## src/pulse_counter_pkg.sv

```systemverilog
package pulse_counter_pkg;

    // channel geometry
    localparam int unsigned NUM_CHANNELS   = 2;
    localparam int unsigned COUNT_WIDTH    = 32;
    localparam int unsigned TARGET0_WIDTH  = 16;
    localparam int unsigned TARGET1_WIDTH  = 8;
    localparam int unsigned NUM_PORTS      = 8;
    localparam int unsigned PORT_SEL_WIDTH = 3;
    localparam int unsigned NUM_PWM_SHARED = 3;

    // input pulse timing: fastest source is 2 MHz on a 100 MHz pclk
    localparam int unsigned CLK_PERIOD_NS       = 10;
    localparam int unsigned MIN_PULSE_PERIOD_NS = 500;
    localparam int unsigned MIN_PULSE_CYCLES    = MIN_PULSE_PERIOD_NS / CLK_PERIOD_NS;

    // register byte offsets
    localparam logic [7:0] CTRL_OFS       = 8'h00;
    localparam logic [7:0] CLEAR_OFS      = 8'h04;
    localparam logic [7:0] COUNTER_ZERO_ENABLE_OFS     = 8'h08;
    localparam logic [7:0] COUNT1_OFS     = 8'h0c;
    localparam logic [7:0] TARGET0_OFS    = 8'h10;
    localparam logic [7:0] TARGET1_OFS    = 8'h14;
    localparam logic [7:0] MATCH_CFG0_OFS = 8'h18;
    localparam logic [7:0] MATCH_CFG1_OFS = 8'h1c;
    localparam logic [7:0] STATUS_OFS     = 8'h20;
    localparam logic [7:0] MASK_OFS       = 8'h24;
    localparam logic [7:0] PORTS_OFS      = 8'h28;

    // field positions
    localparam int unsigned CTRL_ZERO_EN_BIT = 0;
    localparam int unsigned CFG_ARM_BIT      = 0;
    localparam int unsigned CFG_LEVEL_BIT    = 1;
    localparam int unsigned CFG_PORT_LSB     = 4;
    localparam int unsigned ST_MATCH_LSB     = 0;
    localparam int unsigned ST_WRAP_LSB      = 2;
    localparam int unsigned STATUS_WIDTH     = 4;

    // reset values
    localparam logic [31:0] ZERO_WORD = 32'h0000_0000;

    // compare setup of one channel
    typedef struct packed {
        logic [PORT_SEL_WIDTH-1:0] port;
        logic                      level;
        logic                      arm;
    } match_cfg_t;

    localparam match_cfg_t MATCH_CFG_RESET = '0;

endpackage : pulse_counter_pkg

```

## src/pulse_channel.sv

```systemverilog
`timescale 1ns/1ns
// one counting channel: synchronised rising-edge counter with clear
module pulse_channel
    import pulse_counter_pkg::*;
#(
    parameter int unsigned WIDTH = COUNT_WIDTH
) (
    input  wire logic             pclk,
    input  wire logic             presetn,
    input  wire logic             pulse_pin,
    input  wire logic             enable,
    input  wire logic             clear,
    output logic [WIDTH-1:0]      count,
    output logic                  pulse_seen,
    output logic                  wrap
);
    logic             pin_sync;
    logic             prev_reg;
    logic [WIDTH-1:0] count_next;

    sync_two_stage u_sync (
        .pclk     (pclk),
        .presetn  (presetn),
        .async_in (pulse_pin),
        .sync_out (pin_sync)
    );

    // edge found on synchronised level; a 2 MHz source leaves 50 cycles per period
    assign pulse_seen = pin_sync & ~prev_reg & enable;
    assign wrap       = pulse_seen & ~clear & (&count);
    // clear wins over a pulse in the same cycle
    assign count_next = clear ? '0 : (pulse_seen ? count + 1'b1 : count);

    // counting runs with no software involvement
    always_ff @(posedge pclk or negedge presetn) begin
        if (!presetn) begin
            prev_reg <= 1'b0;
            count    <= '0;
        end else begin
            prev_reg <= pin_sync;
            count    <= count_next;
        end
    end

    chk_count_step: assert property (@(posedge pclk) disable iff (!presetn)
        pulse_seen && !clear |=> count == $past(count) + 1'b1)
        else $error("count did not advance on a pulse");
    chk_wrap_zero: assert property (@(posedge pclk) disable iff (!presetn)
        wrap |=> count == '0 ##1 1'b1)
        else $error("count did not wrap to zero");
    chk_read_stable: assert property (@(posedge pclk) disable iff (!presetn)
        !pulse_seen && !clear |=> $stable(count))
        else $error("count moved with no pulse and no clear");
endmodule : pulse_channel

```

## src/pulse_counter_compare.sv

```systemverilog
// Local design decisions: the APB register port and the register offsets.
`timescale 1ns/1ns
// How it works
// - two independent channels, numbered 0 and 1
// - each count is 32 bits, word readable
// - counts reliably up to 2 MHz pulses
// - counting in hardware, no software needed
// - channel 0 enable silences pwm 0-2
// - channel 0 counts only after explicit enable
// - channel 1 always counts, needs no setup
// - clear command zeroes that channel's count
// - reading a count does not disturb it
// - targets are 16 bits ch0, 8 bits ch1
// - on match drive port to programmed level
// - match fires when count exceeds target
module pulse_counter_compare
    import pulse_counter_pkg::*;
#(
    parameter logic [NUM_PORTS-1:0] INPUT_ONLY_MASK = 8'h00
) (
    input  wire logic                      pclk,
    input  wire logic                      presetn,
    input  wire logic                      psel,
    input  wire logic                      penable,
    input  wire logic                      pwrite,
    input  wire logic [7:0]                paddr,
    input  wire logic [31:0]               pwdata,
    output logic [31:0]                    prdata,
    output logic                           pready,
    output logic                           pslverr,
    input  wire logic [NUM_CHANNELS-1:0]   fast_pulse_counter,
    input  wire logic [NUM_PWM_SHARED-1:0] pwm_in,
    output logic [NUM_PWM_SHARED-1:0]      pwm_out,
    output logic [NUM_PORTS-1:0]           match_port_out,
    output logic [NUM_PORTS-1:0]           match_port_oe,
    output logic                           irq
);
    logic [COUNT_WIDTH-1:0]   count     [NUM_CHANNELS];
    logic [COUNT_WIDTH-1:0]   target_ext[NUM_CHANNELS];
    match_cfg_t               cfg_reg   [NUM_CHANNELS];
    logic [NUM_CHANNELS-1:0]  seen;
    logic [NUM_CHANNELS-1:0]  wrap;
    logic [NUM_CHANNELS-1:0]  chan_en;
    logic [NUM_CHANNELS-1:0]  clear_cmd;
    logic [NUM_CHANNELS-1:0]  hit;
    logic [NUM_CHANNELS-1:0]  rearm;
    logic [NUM_CHANNELS-1:0]  fired_reg;
    logic [NUM_CHANNELS-1:0]  fired_next;
    logic                     counter_zero_enable;
    logic [TARGET0_WIDTH-1:0] target0_reg;
    logic [TARGET1_WIDTH-1:0] target1_reg;
    logic [STATUS_WIDTH-1:0]  status_reg;
    logic [STATUS_WIDTH-1:0]  status_next;
    logic [STATUS_WIDTH-1:0]  mask_reg;
    logic [STATUS_WIDTH-1:0]  events;
    logic [NUM_PORTS-1:0]     port_lvl_reg;
    logic [NUM_PORTS-1:0]     port_oe_reg;
    logic [NUM_PWM_SHARED-1:0] pwm_reg;
    logic [31:0]              prdata_reg;
    logic                     irq_reg;
    logic                     setup;
    logic                     wr_en;
    logic                     mapped;
    logic [31:0]              rd_word;

    // apb decode; zero wait states, data captured in setup phase
    // capturing in setup keeps prdata a flop; the word is one cycle old at access
    assign setup   = psel & ~penable;
    assign wr_en   = psel & penable & pwrite;
    assign mapped  = (paddr == CTRL_OFS)       || (paddr == CLEAR_OFS)      ||
                     (paddr == COUNTER_ZERO_ENABLE_OFS)     || (paddr == COUNT1_OFS)     ||
                     (paddr == TARGET0_OFS)    || (paddr == TARGET1_OFS)    ||
                     (paddr == MATCH_CFG0_OFS) || (paddr == MATCH_CFG1_OFS) ||
                     (paddr == STATUS_OFS)     || (paddr == MASK_OFS)       ||
                     (paddr == PORTS_OFS);
    assign pready  = 1'b1;
    assign pslverr = psel & penable & ~mapped;
    assign prdata  = prdata_reg;
    assign irq     = irq_reg;

    // channel 0 needs its enable; channel 1 free-runs from reset
    assign chan_en = {1'b1, counter_zero_enable};
    assign clear_cmd = (wr_en && paddr == CLEAR_OFS) ?
                       pwdata[NUM_CHANNELS-1:0] : '0;

    // both channels are the same module; only enable, clear and pin differ
    genvar ch;
    generate
        for (ch = 0; ch < NUM_CHANNELS; ch++) begin : g_chan
            pulse_channel #(.WIDTH(COUNT_WIDTH)) u_chan (
                .pclk       (pclk),
                .presetn    (presetn),
                .pulse_pin  (fast_pulse_counter[ch]),
                .enable     (chan_en[ch]),
                .clear      (clear_cmd[ch]),
                .count      (count[ch]),
                .pulse_seen (seen[ch]),
                .wrap       (wrap[ch])
            );
            // match once the count has moved past the target
            assign hit[ch] = cfg_reg[ch].arm & chan_en[ch] & ~fired_reg[ch] &
                             (count[ch] > target_ext[ch]);
        end
    endgenerate

    // targets are held narrow, so wider software values are cut
    // zero-extending them lets both channels share one compare expression
    assign target_ext[0] = {{(COUNT_WIDTH-TARGET0_WIDTH){1'b0}}, target0_reg};
    assign target_ext[1] = {{(COUNT_WIDTH-TARGET1_WIDTH){1'b0}}, target1_reg};

    // any write to a channel's target or setup arms it afresh
    assign rearm[0] = wr_en & (paddr == TARGET0_OFS || paddr == MATCH_CFG0_OFS);
    assign rearm[1] = wr_en & (paddr == TARGET1_OFS || paddr == MATCH_CFG1_OFS);
    // fired_reg stops a standing match from redriving the port each cycle
    assign fired_next = (fired_reg | hit) & ~rearm;

    // status: hardware set beats a write-one clear in the same cycle
    // wrap bits sit above the match bits, one per channel
    assign events      = {wrap, hit};
    assign status_next = (wr_en && paddr == STATUS_OFS) ?
                         ((status_reg & ~pwdata[STATUS_WIDTH-1:0]) | events) :
                         (status_reg | events);

    // read mux; counts are sampled, never altered, by a read
    assign rd_word =
        (paddr == CTRL_OFS)       ? {31'h0000_0000, counter_zero_enable} :
        (paddr == COUNTER_ZERO_ENABLE_OFS)     ? count[0] :
        (paddr == COUNT1_OFS)     ? count[1] :
        (paddr == TARGET0_OFS)    ? target_ext[0] :
        (paddr == TARGET1_OFS)    ? target_ext[1] :
        (paddr == MATCH_CFG0_OFS) ? {25'h000_0000, cfg_reg[0].port, 2'h0,
                                     cfg_reg[0].level, cfg_reg[0].arm} :
        (paddr == MATCH_CFG1_OFS) ? {25'h000_0000, cfg_reg[1].port, 2'h0,
                                     cfg_reg[1].level, cfg_reg[1].arm} :
        (paddr == STATUS_OFS)     ? {28'h000_0000, status_reg} :
        (paddr == MASK_OFS)       ? {28'h000_0000, mask_reg} :
        (paddr == PORTS_OFS)      ? {16'h0000, port_oe_reg, port_lvl_reg} :
                                    ZERO_WORD;

    // software-written configuration
    always_ff @(posedge pclk or negedge presetn) begin
        if (!presetn) begin
            counter_zero_enable <= 1'b0;
            target0_reg         <= '0;
            target1_reg         <= '0;
            cfg_reg[0]          <= MATCH_CFG_RESET;
            cfg_reg[1]          <= MATCH_CFG_RESET;
            mask_reg            <= '0;
        end else if (wr_en) begin
            // read-only and unmapped offsets fall to the default and change nothing
            case (paddr)
                CTRL_OFS:       counter_zero_enable <= pwdata[CTRL_ZERO_EN_BIT];
                TARGET0_OFS:    target0_reg <= pwdata[TARGET0_WIDTH-1:0];
                TARGET1_OFS:    target1_reg <= pwdata[TARGET1_WIDTH-1:0];
                MATCH_CFG0_OFS: cfg_reg[0] <= '{port:  pwdata[CFG_PORT_LSB +: PORT_SEL_WIDTH],
                                                level: pwdata[CFG_LEVEL_BIT],
                                                arm:   pwdata[CFG_ARM_BIT]};
                MATCH_CFG1_OFS: cfg_reg[1] <= '{port:  pwdata[CFG_PORT_LSB +: PORT_SEL_WIDTH],
                                                level: pwdata[CFG_LEVEL_BIT],
                                                arm:   pwdata[CFG_ARM_BIT]};
                MASK_OFS:       mask_reg <= pwdata[STATUS_WIDTH-1:0];
                default:        mask_reg <= mask_reg;
            endcase
        end
    end

    // status, interrupt, read data and shared pwm gating
    always_ff @(posedge pclk or negedge presetn) begin
        if (!presetn) begin
            status_reg <= '0;
            fired_reg  <= '0;
            irq_reg    <= 1'b0;
            prdata_reg <= ZERO_WORD;
            pwm_reg    <= '0;
        end else begin
            status_reg <= status_next;
            fired_reg  <= fired_next;
            irq_reg    <= |(status_next & mask_reg);
            prdata_reg <= (setup && !pwrite) ? rd_word : prdata_reg;
            pwm_reg    <= counter_zero_enable ? '0 : pwm_in;
        end
    end
    // gating is registered, so pwm stops one cycle after the enable write
    assign pwm_out = pwm_reg;

    // compare drives its chosen port; channel 1 wins a same-cycle clash.
    // input-only ports are never enabled, a guard against a bad setup
    always_ff @(posedge pclk or negedge presetn) begin
        if (!presetn) begin
            port_lvl_reg <= '0;
            port_oe_reg  <= '0;
        end else begin
            // a later channel in the loop overrides an earlier one on a shared port
            for (int i = 0; i < NUM_CHANNELS; i++) begin
                if (hit[i]) begin
                    port_lvl_reg[cfg_reg[i].port] <= cfg_reg[i].level;
                    port_oe_reg[cfg_reg[i].port]  <=
                        ~INPUT_ONLY_MASK[cfg_reg[i].port];
                end
            end
        end
    end
    assign match_port_out = port_lvl_reg;
    assign match_port_oe  = port_oe_reg;

    // per-rule checks on the counting, compare, pwm gating, interrupt and bus error paths
    chk_pwm_gated: assert property (@(posedge pclk) disable iff (!presetn)
        counter_zero_enable ##1 counter_zero_enable |-> pwm_out == '0)
        else $error("shared pwm active while channel 0 counts");
    chk_zero_idle: assert property (@(posedge pclk) disable iff (!presetn)
        !counter_zero_enable && !clear_cmd[0] |=> $stable(count[0]))
        else $error("channel 0 counted while disabled");
    chk_chan1_free: assert property (@(posedge pclk) disable iff (!presetn)
        seen[1] && !clear_cmd[1] |=> count[1] != $past(count[1]))
        else $error("channel 1 ignored a pulse");
    chk_clear_zero: assert property (@(posedge pclk) disable iff (!presetn)
        clear_cmd[0] |=> count[0] == '0)
        else $error("clear did not zero channel 0");
    chk_match_level: assert property (@(posedge pclk) disable iff (!presetn)
        hit[1] |=> match_port_out[$past(cfg_reg[1].port)] == $past(cfg_reg[1].level))
        else $error("port not driven to programmed level");
    chk_match_moment: assert property (@(posedge pclk) disable iff (!presetn)
        hit[0] |-> count[0] > target_ext[0] && count[0] != '0)
        else $error("match fired at or below target");
    chk_target_width: assert property (@(posedge pclk) disable iff (!presetn)
        target_ext[1] <= 32'h0000_00ff && target_ext[0] <= 32'h0000_ffff)
        else $error("target wider than allowed");
    chk_irq_level: assert property (@(posedge pclk) disable iff (!presetn)
        (|(status_reg & mask_reg)) |-> irq || $past(!(|(status_reg & mask_reg))))
        else $error("interrupt low with unmasked status set");
    chk_apb_error: assert property (@(posedge pclk) disable iff (!presetn)
        psel && penable && mapped |-> !pslverr)
        else $error("error on a mapped address");

    // bus side: refused writes land nowhere, read data stands until the next read
    chk_refused_write: assert property (@(posedge pclk) disable iff (!presetn)
        psel && penable && pwrite && !mapped |=>
            $stable(mask_reg) && $stable(counter_zero_enable) && $stable(target0_reg))
        else $error("write to an unmapped address took effect");
    chk_read_capture: assert property (@(posedge pclk) disable iff (!presetn)
        psel && !penable && !pwrite && paddr == COUNT1_OFS |=> prdata == $past(count[1]))
        else $error("read did not return the channel count");
    chk_prdata_holds: assert property (@(posedge pclk) disable iff (!presetn)
        !(psel && !penable && !pwrite) |=> $stable(prdata))
        else $error("read data moved with no read");
    chk_ctrl_write: assert property (@(posedge pclk) disable iff (!presetn)
        wr_en && paddr == CTRL_OFS |=> counter_zero_enable == $past(pwdata[CTRL_ZERO_EN_BIT]))
        else $error("channel 0 enable not taken from the write");
    chk_target_load: assert property (@(posedge pclk) disable iff (!presetn)
        wr_en && paddr == TARGET1_OFS |=> target1_reg == $past(pwdata[TARGET1_WIDTH-1:0]))
        else $error("channel 1 target not loaded");
    chk_mask_write: assert property (@(posedge pclk) disable iff (!presetn)
        wr_en && paddr == MASK_OFS |=> mask_reg == $past(pwdata[STATUS_WIDTH-1:0]))
        else $error("mask not loaded");

    // status and interrupt: a new event always survives a same-cycle clear
    chk_status_sticky: assert property (@(posedge pclk) disable iff (!presetn)
        (|events) |=> (status_reg & $past(events)) == $past(events))
        else $error("status event lost");
    chk_status_w1c: assert property (@(posedge pclk) disable iff (!presetn)
        wr_en && paddr == STATUS_OFS && !(|events) |=>
            (status_reg & $past(pwdata[STATUS_WIDTH-1:0])) == '0)
        else $error("status bit survived a write-one clear");
    chk_irq_masked: assert property (@(posedge pclk) disable iff (!presetn)
        !(|mask_reg) ##1 !(|mask_reg) |-> !irq)
        else $error("interrupt raised with every source masked");

    // compare unit: one firing per arming, port held between firings
    chk_fire_once0: assert property (@(posedge pclk) disable iff (!presetn)
        hit[0] && !rearm[0] |=> !hit[0])
        else $error("channel 0 match fired twice");
    chk_fire_once1: assert property (@(posedge pclk) disable iff (!presetn)
        hit[1] && !rearm[1] |=> !hit[1])
        else $error("channel 1 match fired twice");
    chk_match_level0: assert property (@(posedge pclk) disable iff (!presetn)
        hit[0] && !hit[1] |=>
            match_port_out[$past(cfg_reg[0].port)] == $past(cfg_reg[0].level))
        else $error("channel 0 port not driven to programmed level");
    chk_ports_hold: assert property (@(posedge pclk) disable iff (!presetn)
        !(|hit) |=> $stable(match_port_out) && $stable(match_port_oe))
        else $error("match port changed with no match");
    chk_port_enable: assert property (@(posedge pclk) disable iff (!presetn)
        hit[1] |=> match_port_oe[$past(cfg_reg[1].port)] !=
            INPUT_ONLY_MASK[$past(cfg_reg[1].port)])
        else $error("port enable does not follow the input-only guard");

    // shared pwm passes through while channel 0 is off; channel 1 clears too
    chk_pwm_pass: assert property (@(posedge pclk) disable iff (!presetn)
        !counter_zero_enable |=> pwm_out == $past(pwm_in))
        else $error("pwm blocked while channel 0 is off");
    chk_clear_one: assert property (@(posedge pclk) disable iff (!presetn)
        clear_cmd[1] |=> count[1] == '0)
        else $error("clear did not zero channel 1");

    // main scenarios: each match, a wrap, the interrupt and a status clear
    cov_match0: cover property (@(posedge pclk) disable iff (!presetn) hit[0]);
    cov_match1: cover property (@(posedge pclk) disable iff (!presetn) hit[1]);
    cov_wrap:   cover property (@(posedge pclk) disable iff (!presetn) |wrap);
    cov_irq:    cover property (@(posedge pclk) disable iff (!presetn) $rose(irq));
    cov_w1c:    cover property (@(posedge pclk) disable iff (!presetn)
        wr_en && paddr == STATUS_OFS && (|status_reg));
endmodule : pulse_counter_compare

```

## src/sync_two_stage.sv

```systemverilog
`timescale 1ns/1ns
// two-flop synchroniser for one asynchronous level
module sync_two_stage (
    input  wire logic pclk,
    input  wire logic presetn,
    input  wire logic async_in,
    output logic      sync_out
);
    logic meta_reg;

    // only the second flop reads the first
    always_ff @(posedge pclk or negedge presetn) begin
        if (!presetn) begin
            meta_reg <= 1'b0;
            sync_out <= 1'b0;
        end else begin
            meta_reg <= async_in;
            sync_out <= meta_reg;
        end
    end
endmodule : sync_two_stage

```

## config.mk

```make
export PLATFORM = sky130hd
export DESIGN_NAME = pulse_counter_compare
export DESIGN_NICKNAME = d
export VERILOG_FILES = /design/src/pulse_counter_pkg.sv /design/src/pulse_channel.sv /design/src/pulse_counter_compare.sv /design/src/sync_two_stage.sv
export SDC_FILE = /design/constraint.sdc
export NUM_CORES = 1
export LEC_CHECK = 0
export BUFFER_PORTS_ARGS = -buffer_cell sky130_fd_sc_hd__buf_4
export CAP_MARGIN = 10
export CORE_MARGIN = 2
export CORE_UTILIZATION = 63
export DETAILED_ROUTE_END_ITERATION = 16
export GPL_ROUTABILITY_DRIVEN = 0
export MAX_ROUTING_LAYER = met4
export PLACE_DENSITY = 0.87
export SLEW_MARGIN = 20
export SYNTH_ARGS = -nofsm -noshare
export SYNTH_HDL_FRONTEND = slang
export SYNTH_SLANG_ARGS = --single-unit
```

## constraint.sdc

```tcl
create_clock -name pclk -period 7.25 [get_ports pclk]
set_input_delay 0.3625 -clock pclk [delete_from_list [all_inputs] [get_ports pclk]]
set_output_delay 0.3625 -clock pclk [all_outputs]
set_load 0.05 [all_outputs]
```

=== Yosys cells after proc, flatten, opt, wreduce, memory -nomap -nowiden ===
Memories as Yosys holds them, arrays and structs flattened.
Index checks and enable logic that the tools add are counted.
Widths: inputs -> output; s select.

* Flip-flop bits (word level): 167
* Memory bits (read-only): 16
* Output and inout bits: 54
* Word-level logic and storage cells: 142
* Memories kept: 2

* Add/sub/neg operators: 2
* $lt $le $gt $ge: 6
* Eq/ne operators: 10
* Muxes and demuxes: 31
* Bitwise gates (word level): 36
* Reductions and logical operators: 30

{| class="wikitable"
|+ Memories
! name !! depth !! width !! read ports !! clocked after Yosys merged registers in !! write ports !! line !! source
|-
| (no name shown) || 8 || 1 || 1 || 0 || 0 || pulse_counter_compare.sv:198 || <nowiki>~INPUT_ONLY_MASK[cfg_reg[i].port];</nowiki>
|-
| (no name shown) || 8 || 1 || 1 || 0 || 0 || pulse_counter_compare.sv:198 ||
|}

{| class="wikitable"
|+ Operator list
! cell !! count
|-
| $mux 32 || 7
|-
| $mux 16 || 7
|-
| $add 32x1->32 const B || 2
|-
| $reduce_and 32->1 || 2
|-
| $bwmux 8 || 4
|-
| $eq 8x5->1 const B || 4
|-
| $gt 32x16->1 || 1
|-
| $gt 32x8->1 || 1
|-
| $mux 8 || 4
|-
| $eq 8x6->1 const B || 3
|-
| $and 1x1->1 || 18
|-
| $eq 8x4->1 const B || 2
|-
| $logic_or 1x1->1 || 12
|-
| $reduce_and 2->1 || 6
|-
| $not 1->1 || 10
|-
| $and 4x4->4 || 2
|-
| $eq 8x3->1 const B || 1
|-
| $logic_not 8->1 || 1
|-
| $lt 3x4->1 const B || 2
|-
| $or 4x4->4 || 2
|-
| $demux 1 s3 || 2
|-
| $ge 3x1->1 const B || 2
|-
| $logic_and 1x1->1 || 5
|-
| $mux 1 || 4
|-
| 10 further kinds || 11
|}

=== Logic depth before layout (Yosys ltp) ===
Gate-level depths: netlist of run 1.

* Depth after elaboration: 13
* Mapped depth: 9
* Depth with buffers taken out: 8

=== Modules after synthesis ===
Synthesis of run 1 repeated with hierarchy kept, for this count alone.

* Cell total of the unflattened synthesis: 963
* Area, all modules: 9,344.0 µm²

{| class="wikitable"
|+ Modules (own cells, without submodules)
! module !! instances !! cells an instance !! area an instance (µm²) !! sequential area each (µm²)
|-
| pulse_counter_compare || 1 || 577 || 5,632.9 || 2,427.3
|-
| pulse_channel || 2 || 191 || 1,805.5 || 825.8
|-
| sync_two_stage || 2 || 2 || 50.0 || 50.0
|}

=== Worst setup path before layout of run 1 ===
OpenSTA, ideal clock, no wires.

* Kind: input to output
* Start point: input paddr[2]
* End point: output pslverr
* Arrival time: 2,509 ps
* Path slack: 4,378 ps
* Stages: 6
* Cells stage by stage: clkbuf_1 > nor4b_1 > nor2b_1 > clkbuf_1 > clkbuf_1 > a211oi_1

* Longest elaborated chain between the ends: 13

{| class="wikitable"
|+ Ends and longest elaborated chain
! item !! line !! source
|-
| start: declaration || pulse_counter_compare.sv:26 || <nowiki>input wire logic [7:0] paddr,</nowiki>
|-
| $eq 8x3->1 / $logic_not 8->1 (equally long branches) || pulse_counter_compare.sv:70 || <nowiki>assign mapped = (paddr == CTRL_OFS) || (paddr == CLEAR_OFS) ||</nowiki>
|-
| $logic_or 1x1->1 (2 in series) || pulse_counter_compare.sv:70 ||
|-
| $logic_or 1x1->1 (2 in series) || pulse_counter_compare.sv:71 || <nowiki>(paddr == COUNTER_ZERO_ENABLE_OFS) || (paddr == COUNT1_OFS) ||</nowiki>
|-
| $logic_or 1x1->1 (2 in series) || pulse_counter_compare.sv:72 || <nowiki>(paddr == TARGET0_OFS) || (paddr == TARGET1_OFS) ||</nowiki>
|-
| $logic_or 1x1->1 (2 in series) || pulse_counter_compare.sv:73 || <nowiki>(paddr == MATCH_CFG0_OFS) || (paddr == MATCH_CFG1_OFS) ||</nowiki>
|-
| $logic_or 1x1->1 || pulse_counter_compare.sv:74 || <nowiki>(paddr == STATUS_OFS) || (paddr == MASK_OFS) ||</nowiki>
|-
| $logic_or 1x1->1 (*) || pulse_counter_compare.sv:74 ||
|-
| $not 1->1 (*) || pulse_counter_compare.sv:77 || <nowiki>assign pslverr = psel & penable & ~mapped;</nowiki>
|-
| $and 1x1->1 (*) || pulse_counter_compare.sv:77 ||
|-
| end: declaration || pulse_counter_compare.sv:30 || <nowiki>output logic pslverr,</nowiki>
|}

Mark *: on every way between the ends. The rest lies on a longest branch, timed or not.

=== Final worst setup path of run 1 ===
* Start point: register g_chan[0].u_chan.count[15]
* End point: register irq_reg, in the netlist irq

* Longest elaborated chain between the ends: 6

{| class="wikitable"
|+ Ends and longest elaborated chain
! item !! line !! source
|-
| start: declaration || pulse_channel.sv:13 || <nowiki>output logic [WIDTH-1:0] count,</nowiki>
|-
| start signal: assignment || pulse_channel.sv:41 || <nowiki>count <= count_next;</nowiki>
|-
| $gt 32x16->1 / $reduce_and 32->1 (equally long branches) || pulse_counter_compare.sv:102, pulse_channel.sv:30 ||
|-
| $and 1x1->1 (on tied branches) || pulse_counter_compare.sv:101, pulse_channel.sv:30 ||
|-
| $or 4x4->4 (on tied branches) || pulse_counter_compare.sv:122, pulse_counter_compare.sv:121 ||
|-
| $mux 4 (*) || pulse_counter_compare.sv:120 || <nowiki>assign status_next = (wr_en && paddr == STATUS_OFS) ?</nowiki>
|-
| $and 4x4->4 (*) || pulse_counter_compare.sv:178 || <nowiki>irq_reg <= |(status_next & mask_reg);</nowiki>
|-
| $reduce_or 4->1 (*) || pulse_counter_compare.sv:178 ||
|-
| end signal: assignment || pulse_counter_compare.sv:178 ||
|-
| end: declaration || pulse_counter_compare.sv:60 || <nowiki>logic irq_reg;</nowiki>
|}

Marked as above.
A chain may end at the register's enable or synchronous reset.

==> flow_summary.json, run 1 <==
{
  "postRouteAntennaNets": 0,
  "fin_nets": 1033,
  "grt.overflow.total": 0,
  "violations": "hold timing",
  "timing.final.crit_share_pct": 43.9,
  "grt_pass1_vias": 7347,
  "cts_resized": 0,
  "maxSlewHeadroom_pct": 38.1,
  "h-tree-depth": 4,
  "clockBufferDepth": 2,
  "largest_register_ffs": 64,
  "synth_cell_types": 71,
  "gr-usage-met2_pct": 52.8,
  "netlist_instances": 892,
  "yosys_warnings": 0,
  "use_met1_pct": 42.9,
  "multiInputGateArea_um2": 4240,
  "n_fill_cell": 971,
  "grt_max_degree": 100,
  "worstPathBufferInverterCount": 0,
  "clock-sinks": 167,
  "cts_tree": "built",
  "root_buffer": "clkbuf_16",
  "pin_count": 104,
  "vias": 7510,
  "final_common_cell": "dfrtp_1",
  "synth-main-ff-cell": "dfrtp_1",
  "seq_area_um2": 4180,
  "fin_worst_skew_ns": 0.0121,
  "grtUsageTotal_pct": 33.9,
  "seq_area_frac_synth_pct": 47.6,
  "rsz0062_at_grt": "false",
  "fmax_mhz": 314,
  "cp_top_family": "simple AND/OR/NAND/NOR gates",
  "async_flop_share_pct": 100,
  "tightest_slew_ns": 0.928,
  "layout-area-overhead-vs-synth_pct": 15.7,
  "fin_tns_setup_ns": 0,
  "first_pass_iters": 5,
  "final_cells": 1150,
  "avgSynthCellArea_um2": 9.83,
  "peakVddDrop_mv": 0.187,
  "cp.required_ns": 7.54,
  "hold_ws_ns": -0.00820,
  "finalCriticalPeriod_ns": 3.18,
  "p_leak_uw": 0.00436,
  "max_cap_violations": 0,
  "port_buffers": 86,
  "min_path_type": "in2async",
  "drt-wirelength-per-cell_um": 20.4,
  "drv_slew": 0,
  "dp.cells": 1118,
  "final_cell_mix": "167 x dfrtp_1, 122 x nor2_1, 92 x buf_4",
  "numCtsBuffers": 17,
  "drtIter0Drc": 690,
  "die_width_um": 122,
  "final_area_um2": 10200,
  "ctsHoldBuffers": 0,
  "p_per_area_nw_per_um2": 260,
  "drcViolationCount": 0,
  "cp.arrival_ns": 3.48,
  "report.final.hold_viol_count": 8,
  "synth_edf_count": 0,
  "rows": 43,
  "cpPeakStageDelay_ns": 0.62,
  "critPathCaptureType": "flop",
  "syn_nets": 968,
  "busiest_layer": "met2",
  "cpMaxStageDelayCell": "or4_1",
  "p_total_uw": 2640,
  "cp_cell_sequence": "ha_1, nand4_1, or4_1, or4_4, and2_1, a22oi_1, o2111ai_1",
  "antennaDiodeCount": 0,
  "die-area_um2": 14900,
  "place_area_um2": 9490,
  "post_cts.repair.setup_buffers": 0,
  "grt_util_met3_pct": 7.44,
  "coreArea_um2": 13700,
  "setup_viol": 0,
  "drive_gt1_share_pct": 19.3,
  "dpl.hpwl_um": 16300,
  "synth_area_um2": 8770,
  "grt_pass1_wl_um": 37500,
  "wl_um": 23500,
  "yosys_register_bits": 167,
  "crit_fanout": 12,
  "status": "finished, violations left",
  "clk_latency_ns": 0.45,
  "fp.dieH_um": 122,
  "clk_pin_slew_ns": 0.07,
  "initial_core_util_pct": 63.9,
  "start_kind": "flop",
  "antenna_found_initial": 0,
  "path_class": "reg2reg",
  "drt-vias-per-instance": 6.53
}
[layout make-up]
cell class              instances  area share [%]
clock inverters                12            1.95
inverters                      37            1.37
multi-input cells             641            41.8
repair buffers                 93            6.91
flip-flops and latches        167            41.2
clock buffers                  20            4.60
well taps                     180            2.22
[kinds of logic after synthesis]
logic type | count (synthesis) | synth area share [%]
AND/OR/NAND/NOR | 361 | 21.3
other | 1 | 0.0427
adder cells (fa/ha/maj) | 26 | 3.71
AO/OA/AOI/OAI | 155 | 12.3
multiplexers | 45 | 5.69
buffers and inverters | 84 | 4.07
XOR/XNOR | 53 | 5.29
flip-flops | 167 | 47.6
[through the flow]
step	setup slack (ns)	util [%]
2_1_floorplan	4.38	-
3_3_place_gp	4.05	69.1
3_5_place_dp	3.93	69.1
4_1_cts	4.10	74.0
5_1_grt	4.00	74.0
6_report	4.07	74.0
[routing by layer]
layer	part of all wire, %	vias to the layer above
met2	50	395
met4	3.0	0
met5	0	-
met1	39	3705
li1	-	3348
met3	8.1	62
[final timing paths]
check                                                      startpoint                                         end  slack, ns  cells past startpoint
hold reg to reg            g_chan[0].u_chan.u_sync.meta_reg$_DFF_PN0_  g_chan[0].u_chan.u_sync.sync_out$_DFF_PN0_       0.35                      0
setup reg to reg               g_chan[0].u_chan.count[15]$_DFFE_PN0P_                               irq$_DFF_PN0_       4.07                      7
min in group pclk                               fast_pulse_counter[1]  g_chan[1].u_chan.u_sync.meta_reg$_DFF_PN0_       0.03                      1
hold / removal                                                presetn                      prdata[28]$_DFFE_PN0P_     -0.008                      1
max in group asynchronous                                     presetn  g_chan[0].u_chan.u_sync.meta_reg$_DFF_PN0_       5.87                      2
setup / recovery               g_chan[0].u_chan.count[15]$_DFFE_PN0P_                               irq$_DFF_PN0_       4.07                      7
[cell usage after synthesis (8+ instances only)]
cell	n	share of area (%)
nor2b_1	11	0.78
dfrtp_1	167	48
xor2_1	26	2.6
nor4_1	16	1.1
clkbuf_1	34	1.5
or3_1	14	1.0
mux2_2	39	5.0
a21oi_1	19	1.1
nor3_1	12	0.68
a22oi_1	27	2.3
inv_1	37	1.6
xnor2_1	27	2.7
ha_1	26	3.7
a31oi_1	20	1.4
and3_1	14	1.0
nand4_1	21	1.5
o21ai_0	28	1.6
nand2_1	71	3.0
and2_1	8	0.57
nor2_1	122	5.2
and4_1	8	0.80
nand3_1	23	1.3
a221oi_1	20	2.0
[report_power, final]
part,total (uW),switching (uW),internal (uW)
sequential,1150,126,1020
clock,1020,379,637
combinational,477,295,182
total,2640,800,1840
(Power assumes the default switching activity.)
==> inputs of run 2 (changes only) <==
Settings changed: CORE_UTILIZATION 63 to 59, PLACE_DENSITY 0.87 to 0.83.
Clock period 7.25 ns to 2.95 ns, I/O delays scaled along.
==> run 2 against run 1 <==
Against the previous run: the run now ends clean; wire length up 2.9%; register-to-register slack lost 4.0 ns; clock skew shrank 0.0046 ns; global-route usage shrank 1.6 points; non-clock buffer count up 40; combinational power increased to 2.6 times the previous value; critical path type unchanged; critical endpoint is now match_port_out[3]$_DFF_PN0_.
==> flow_summary.json, run 2 (synthesis gave the netlist of run 1 again) <==
{
  "drt-wirelength-per-cell_um": 20.3,
  "grt_max_degree": 87,
  "antenna_found_initial": 0,
  "place_ws_ns": -0.00466,
  "drv_slew": 0,
  "report.final.hold_viol_count": 0,
  "path_class": "reg2reg",
  "numCtsBuffers": 17,
  "drtIter0Drc": 740,
  "grt_pass1_vias": 7742,
  "status": "finished clean",
  "fin_worst_skew_ns": 0.00754,
  "die-area_um2": 15900,
  "setup_viol": 0,
  "largest_register_ffs": 64,
  "critPathLaunch": "g_chan[0].u_chan.count[9]$_DFFE_PN0P_",
  "pin_count": 104,
  "hold_start": "pwdata[1]",
  "max_cap_violations": 0,
  "cp_top_family": "simple AND/OR/NAND/NOR gates",
  "clk_latency_ns": 0.43,
  "worst_slack_ns": 0.100,
  "initial_core_util_pct": 60.4,
  "layout-area-overhead-vs-synth_pct": 19.5,
  "first_pass_iters": 5,
  "grt.overflow.total": 0,
  "dpl.hpwl_um": 17000,
  "h-tree-depth": 4,
  "cp_cell_sequence": "ha_1, nand4_1, or4_4, or4_4, and2_1, buf_4, a31oi_2, a22oi_1",
  "cpMaxStageDelayCell": "or4_4",
  "final_common_cell": "dfrtp_1",
  "start_kind": "flop",
  "p_leak_uw": 0.00453,
  "rr_startpoint": "g_chan[0].u_chan.count[9]$_DFFE_PN0P_",
  "worst-r2r-setup-slack_ns": 0.10,
  "fp.dieH_um": 126,
  "clockBufferDepth": 2,
  "grt_pass1_wl_um": 39400,
  "drcViolationCount": 0,
  "postRouteAntennaNets": 0,
  "maxSlewHeadroom_pct": 45.3,
  "drive_gt1_share_pct": 20.6,
  "fin_nets": 1073,
  "critPathCaptureType": "flop",
  "tightest_slew_ns": 0.820,
  "rows": 44,
  "clock-sinks": 167,
  "die_width_um": 126,
  "drt-vias-per-instance": 6.43,
  "clk_pin_slew_ns": 0.06,
  "grtUsageTotal_pct": 32.2,
  "wl_um": 24200,
  "antennaDiodeCount": 0,
  "fin_tns_setup_ns": 0,
  "rsz0062_at_grt": "false",
  "port_buffers": 86,
  "final_cell_mix": "166 x dfrtp_1, 122 x nor2_1, 111 x buf_4",
  "cp.arrival_ns": 3.13,
  "vias": 7680,
  "peakVddDrop_mv": 0.524,
  "p_per_area_nw_per_um2": 607,
  "cpPeakStageDelay_ns": 0.59,
  "fmax_mhz": 351,
  "cts_tree": "built",
  "cp.required_ns": 3.23,
  "finalCriticalPeriod_ns": 2.85,
  "timing.final.crit_share_pct": 96.6,
  "min_path_type": "in2reg",
  "crit_top_cell": "or4_4",
  "root_buffer": "clkbuf_16",
  "worstPathBufferInverterCount": 1,
  "coreArea_um2": 14500,
  "crit_fanout": 11
}
-- run 2: cell count changes in the layout (fill, tap and decap cells not counted), sizes merged --
cell	before	now
buf	93	113
bufinv	5	3
clkbuf	20	24
clkinv	5	4
clkinvlp	2	1
dlygate4sd3	0	20
-- run 2: where the power goes --
| group | switching, uW | internal, uW |
|---|---|---|
| logic | 743 | 481 |
| clock network | 890 | 1440 |
| registers | 301 | 2510 |
| total | 1930 | 4430 |
-- run 2: path summary, 6_finish.rpt --
kind	to	cells past startpoint
min reg2reg	g_chan[0].u_chan.u_sync.sync_out$_DFF_PN0_	0
min in group asynchronous	prdata[28]$_DFFE_PN0P_	2
max reg2reg	match_port_out[3]$_DFF_PN0_	8
max	match_port_out[3]$_DFF_PN0_	8
max in group asynchronous	g_chan[0].u_chan.count[9]$_DFFE_PN0P_	3
min	target0_reg[1]$_DFFE_PN0P_	2
-- run 2: metal layers --
metal	track usage, %	wire [um]	vias up
met2	49.3	11700	387
met5	-	0	-
met1	41.8	9510	3787
met4	13.8	918	0
li1	-	-	3427
met3	7.18	2070	79
-- run 2: final cells by class --
type / instances / area [um^2]
fill: 1087 / 4050
timing repair buffer: 133 / 1060
inverter: 37 / 139
sequential: 167 / 4180
clock buffer: 24 / 502
tap: 184 / 230
clock inverter: 8 / 118
multi-input combinational: 641 / 4250
-- run 2: through the flow --
step / cell area [um^2] / cells / hold WS, ns / power (uW) / utilization, %
floorplan: 8770 / 892 / -0.148 / 3560 / -
global route: 10500 / 1194 / 0.0236 / 6620 / 72.1
finish: 10500 / 1194 / 0.0298 / 6360 / 72.1
detailed placement: 9650 / 1141 / 0.259 / 4010 / 66.4
global placement: 9650 / 1141 / 0.257 / 3960 / 66.4
CTS: 10500 / 1193 / 0.0181 / 6360 / 72.0
-- run 2: repair_timing --
| action | CTS | global route |
|---|---|---|
| resized for setup | 1 | 2 |
| hold buffers | 20 | 0 |
| setup endpoints to repair | 1 | 5 |
| endpoints found under the hold margin | 112 | 0 |
| pin swaps | 1 | 2 |
| cloned | 0 | 0 |
| setup buffers | 0 | 1 |
-- run 2: worst reg2reg max path: stages (launching register included) --
cell and delay, ns:
dfrtp_2 0.45, ha_1 0.32, nand4_1 0.12, or4_4 0.54, or4_4 0.59, and2_1 0.22, buf_4 0.19, a31oi_2 0.18
a22oi_1 0.09
==> inputs of run 3 (changes only) <==
Settings changed: CAP_MARGIN 10 to 5, PLACE_DENSITY 0.83 to 0.81.
==> run 3 against run 2 <==
Against the previous run: critical path type unchanged; critical endpoint is now match_port_out[7]$_DFF_PN0_; highest routed layer unchanged; largest cell class unchanged; largest power group unchanged; clock power fell by 2%; fmax rose by 2.1%; utilization fell by 0.11 points.
==> flow_summary.json, run 3 (synthesis gave the netlist of run 1 again) <==
{
  "peakVddDrop_mv": 0.482,
  "layout-area-overhead-vs-synth_pct": 19.3,
  "path_class": "reg2reg",
  "dpl.hpwl_um": 17000,
  "initial_core_util_pct": 60.4,
  "fin_tns_setup_ns": 0,
  "critPathCaptureType": "flop",
  "worstPathBufferInverterCount": 1,
  "die-area_um2": 15900,
  "die_width_um": 126,
  "timing.final.crit_share_pct": 94.6,
  "report.final.hold_viol_count": 0,
  "final_area_um2": 10500,
  "tightest_slew_ns": 0.871,
  "grtUsageTotal_pct": 32.0,
  "start_kind": "flop",
  "fin_worst_skew_ns": 0.00643,
  "rsz0062_at_grt": "false",
  "status": "finished clean",
  "vias": 7562,
  "multiInputGateArea_um2": 4250,
  "largest_register_ffs": 64,
  "critPathLaunch": "g_chan[0].u_chan.count[14]$_DFFE_PN0P_",
  "max_cap_violations": 0,
  "seq_area_um2": 4180,
  "fmax_mhz": 358,
  "cpPeakStageDelay_ns": 0.59,
  "setup_viol": 0,
  "rr_startpoint": "g_chan[0].u_chan.count[14]$_DFFE_PN0P_",
  "crit_top_cell": "or4_4",
  "numCtsBuffers": 17,
  "drive_gt1_share_pct": 20.1,
  "min_path_type": "in2reg",
  "cp.depth": 8,
  "fin_nets": 1071,
  "h-tree-depth": 4,
  "r2r_end": "match_port_out[7]$_DFF_PN0_",
  "cp.required_ns": 3.24,
  "grt_max_degree": 73,
  "maxSlewHeadroom_pct": 41.8,
  "cp.arrival_ns": 3.08,
  "first_pass_iters": 5,
  "drtIter0Drc": 711,
  "p_leak_uw": 0.00452,
  "root_buffer": "clkbuf_16",
  "final_common_cell": "dfrtp_1",
  "cp_cell_sequence": "ha_1, nand4_1, or4_4, or4_4, and2_4, buf_12, a31oi_1, a22oi_1",
  "grt_pass1_vias": 7359,
  "final_cell_mix": "167 x dfrtp_1, 122 x nor2_1, 108 x buf_4",
  "pin_count": 104,
  "port_buffers": 86,
  "cpMaxStageDelayCell": "or4_4",
  "rows": 44,
  "cp_top_family": "simple AND/OR/NAND/NOR gates",
  "clk_latency_ns": 0.43,
  "drt-wirelength-per-cell_um": 20.2,
  "n_fill_cell": 1060,
  "grt.overflow.total": 0,
  "crit_fanout": 10,
  "finalCriticalPeriod_ns": 2.79,
  "drcViolationCount": 0,
  "grt_pass1_wl_um": 38700,
  "cp-endpoint": "match_port_out[7]$_DFF_PN0_",
  "antenna_found_initial": 1,
  "worst-r2r-setup-slack_ns": 0.16,
  "clockBufferDepth": 2,
  "cts_tree": "built",
  "place_area_um2": 9640,
  "layout.core_utilization_pct": 72.0,
  "clk_pin_slew_ns": 0.06,
  "r2r_cells": 8,
  "fp.dieH_um": 126,
  "coreArea_um2": 14500,
  "p_per_area_nw_per_um2": 603,
  "wl_um": 24100,
  "drt-vias-per-instance": 6.34,
  "drv_slew": 0,
  "clock-sinks": 167,
  "postRouteAntennaNets": 0
}
## run 3: changes by cell type in the layout (fill, tap and decap cells not counted), sizes merged
cell,change
buf,-2
clkbuf,+1
clkinvlp,-1
diode,+1
## run 3: how the worst min path moves through the flow
stage	from	end	slack, ns	cells after the start
after floorplan	presetn	cfg_reg[0]$_DFFE_PN0P_	-0.15	0
after CTS	pwdata[1]	cfg_reg[6]$_DFFE_PN0P_	0.03	2
after global placement	presetn	prdata[25]$_DFFE_PN0P_	0.21	1
final	pwdata[1]	cfg_reg[6]$_DFFE_PN0P_	0.05	2
after detailed placement	presetn	prdata[29]$_DFFE_PN0P_	0.21	1
after global routing	pwdata[1]	cfg_reg[6]$_DFFE_PN0P_	0.03	2
## run 3: through the flow
stage | hold slack [ns] | setup slack (ns) | cells | power [uW]
finish | 0.0469 | 0.158 | 1193 | 6310
global route | 0.0313 | 0.0511 | 1193 | 6570
CTS | 0.0300 | 0.0674 | 1190 | 6310
detailed placement | 0.206 | 0.0708 | 1138 | 4000
global placement | 0.210 | 0.147 | 1138 | 3960
floorplan | -0.148 | 0.297 | 892 | 3560
## run 3: what timing repair did
action                                  CTS  global route
endpoints found under the hold margin   100             0
hold buffers                             20             0
gates resized for setup                   0             4
endpoints found under the setup margin    0             8
buffers inserted                          0             2
## run 3: power by group
group          switching (uW)  total, uW  internal (uW)
combinational             739       1220            479
clock                     888       2290           1400
sequential                296       2800           2510
## run 3: per-layer routing
layer	wire length (um)	GRT usage (%)	share of wire, %	up-vias
li1	-	-	-	3433
met1	9840	42.2	41	3690
met2	11500	48.7	48	364
met3	1880	6.50	7.8	75
met4	877	13.0	3.6	0
met5	0	-	0	-
## run 3: layout make-up
type                            count  share of cell area (%)
Antenna cell                        1                  0.0239
Clock inverter                      7                    1.12
Multi-Input combinational cell    641                    40.6
Timing Repair Buffer              131                    10.1
Inverter                           37                    1.33
Tap cell                          184                    2.20
Sequential cell                   167                    39.9
Clock buffer                       25                    4.64
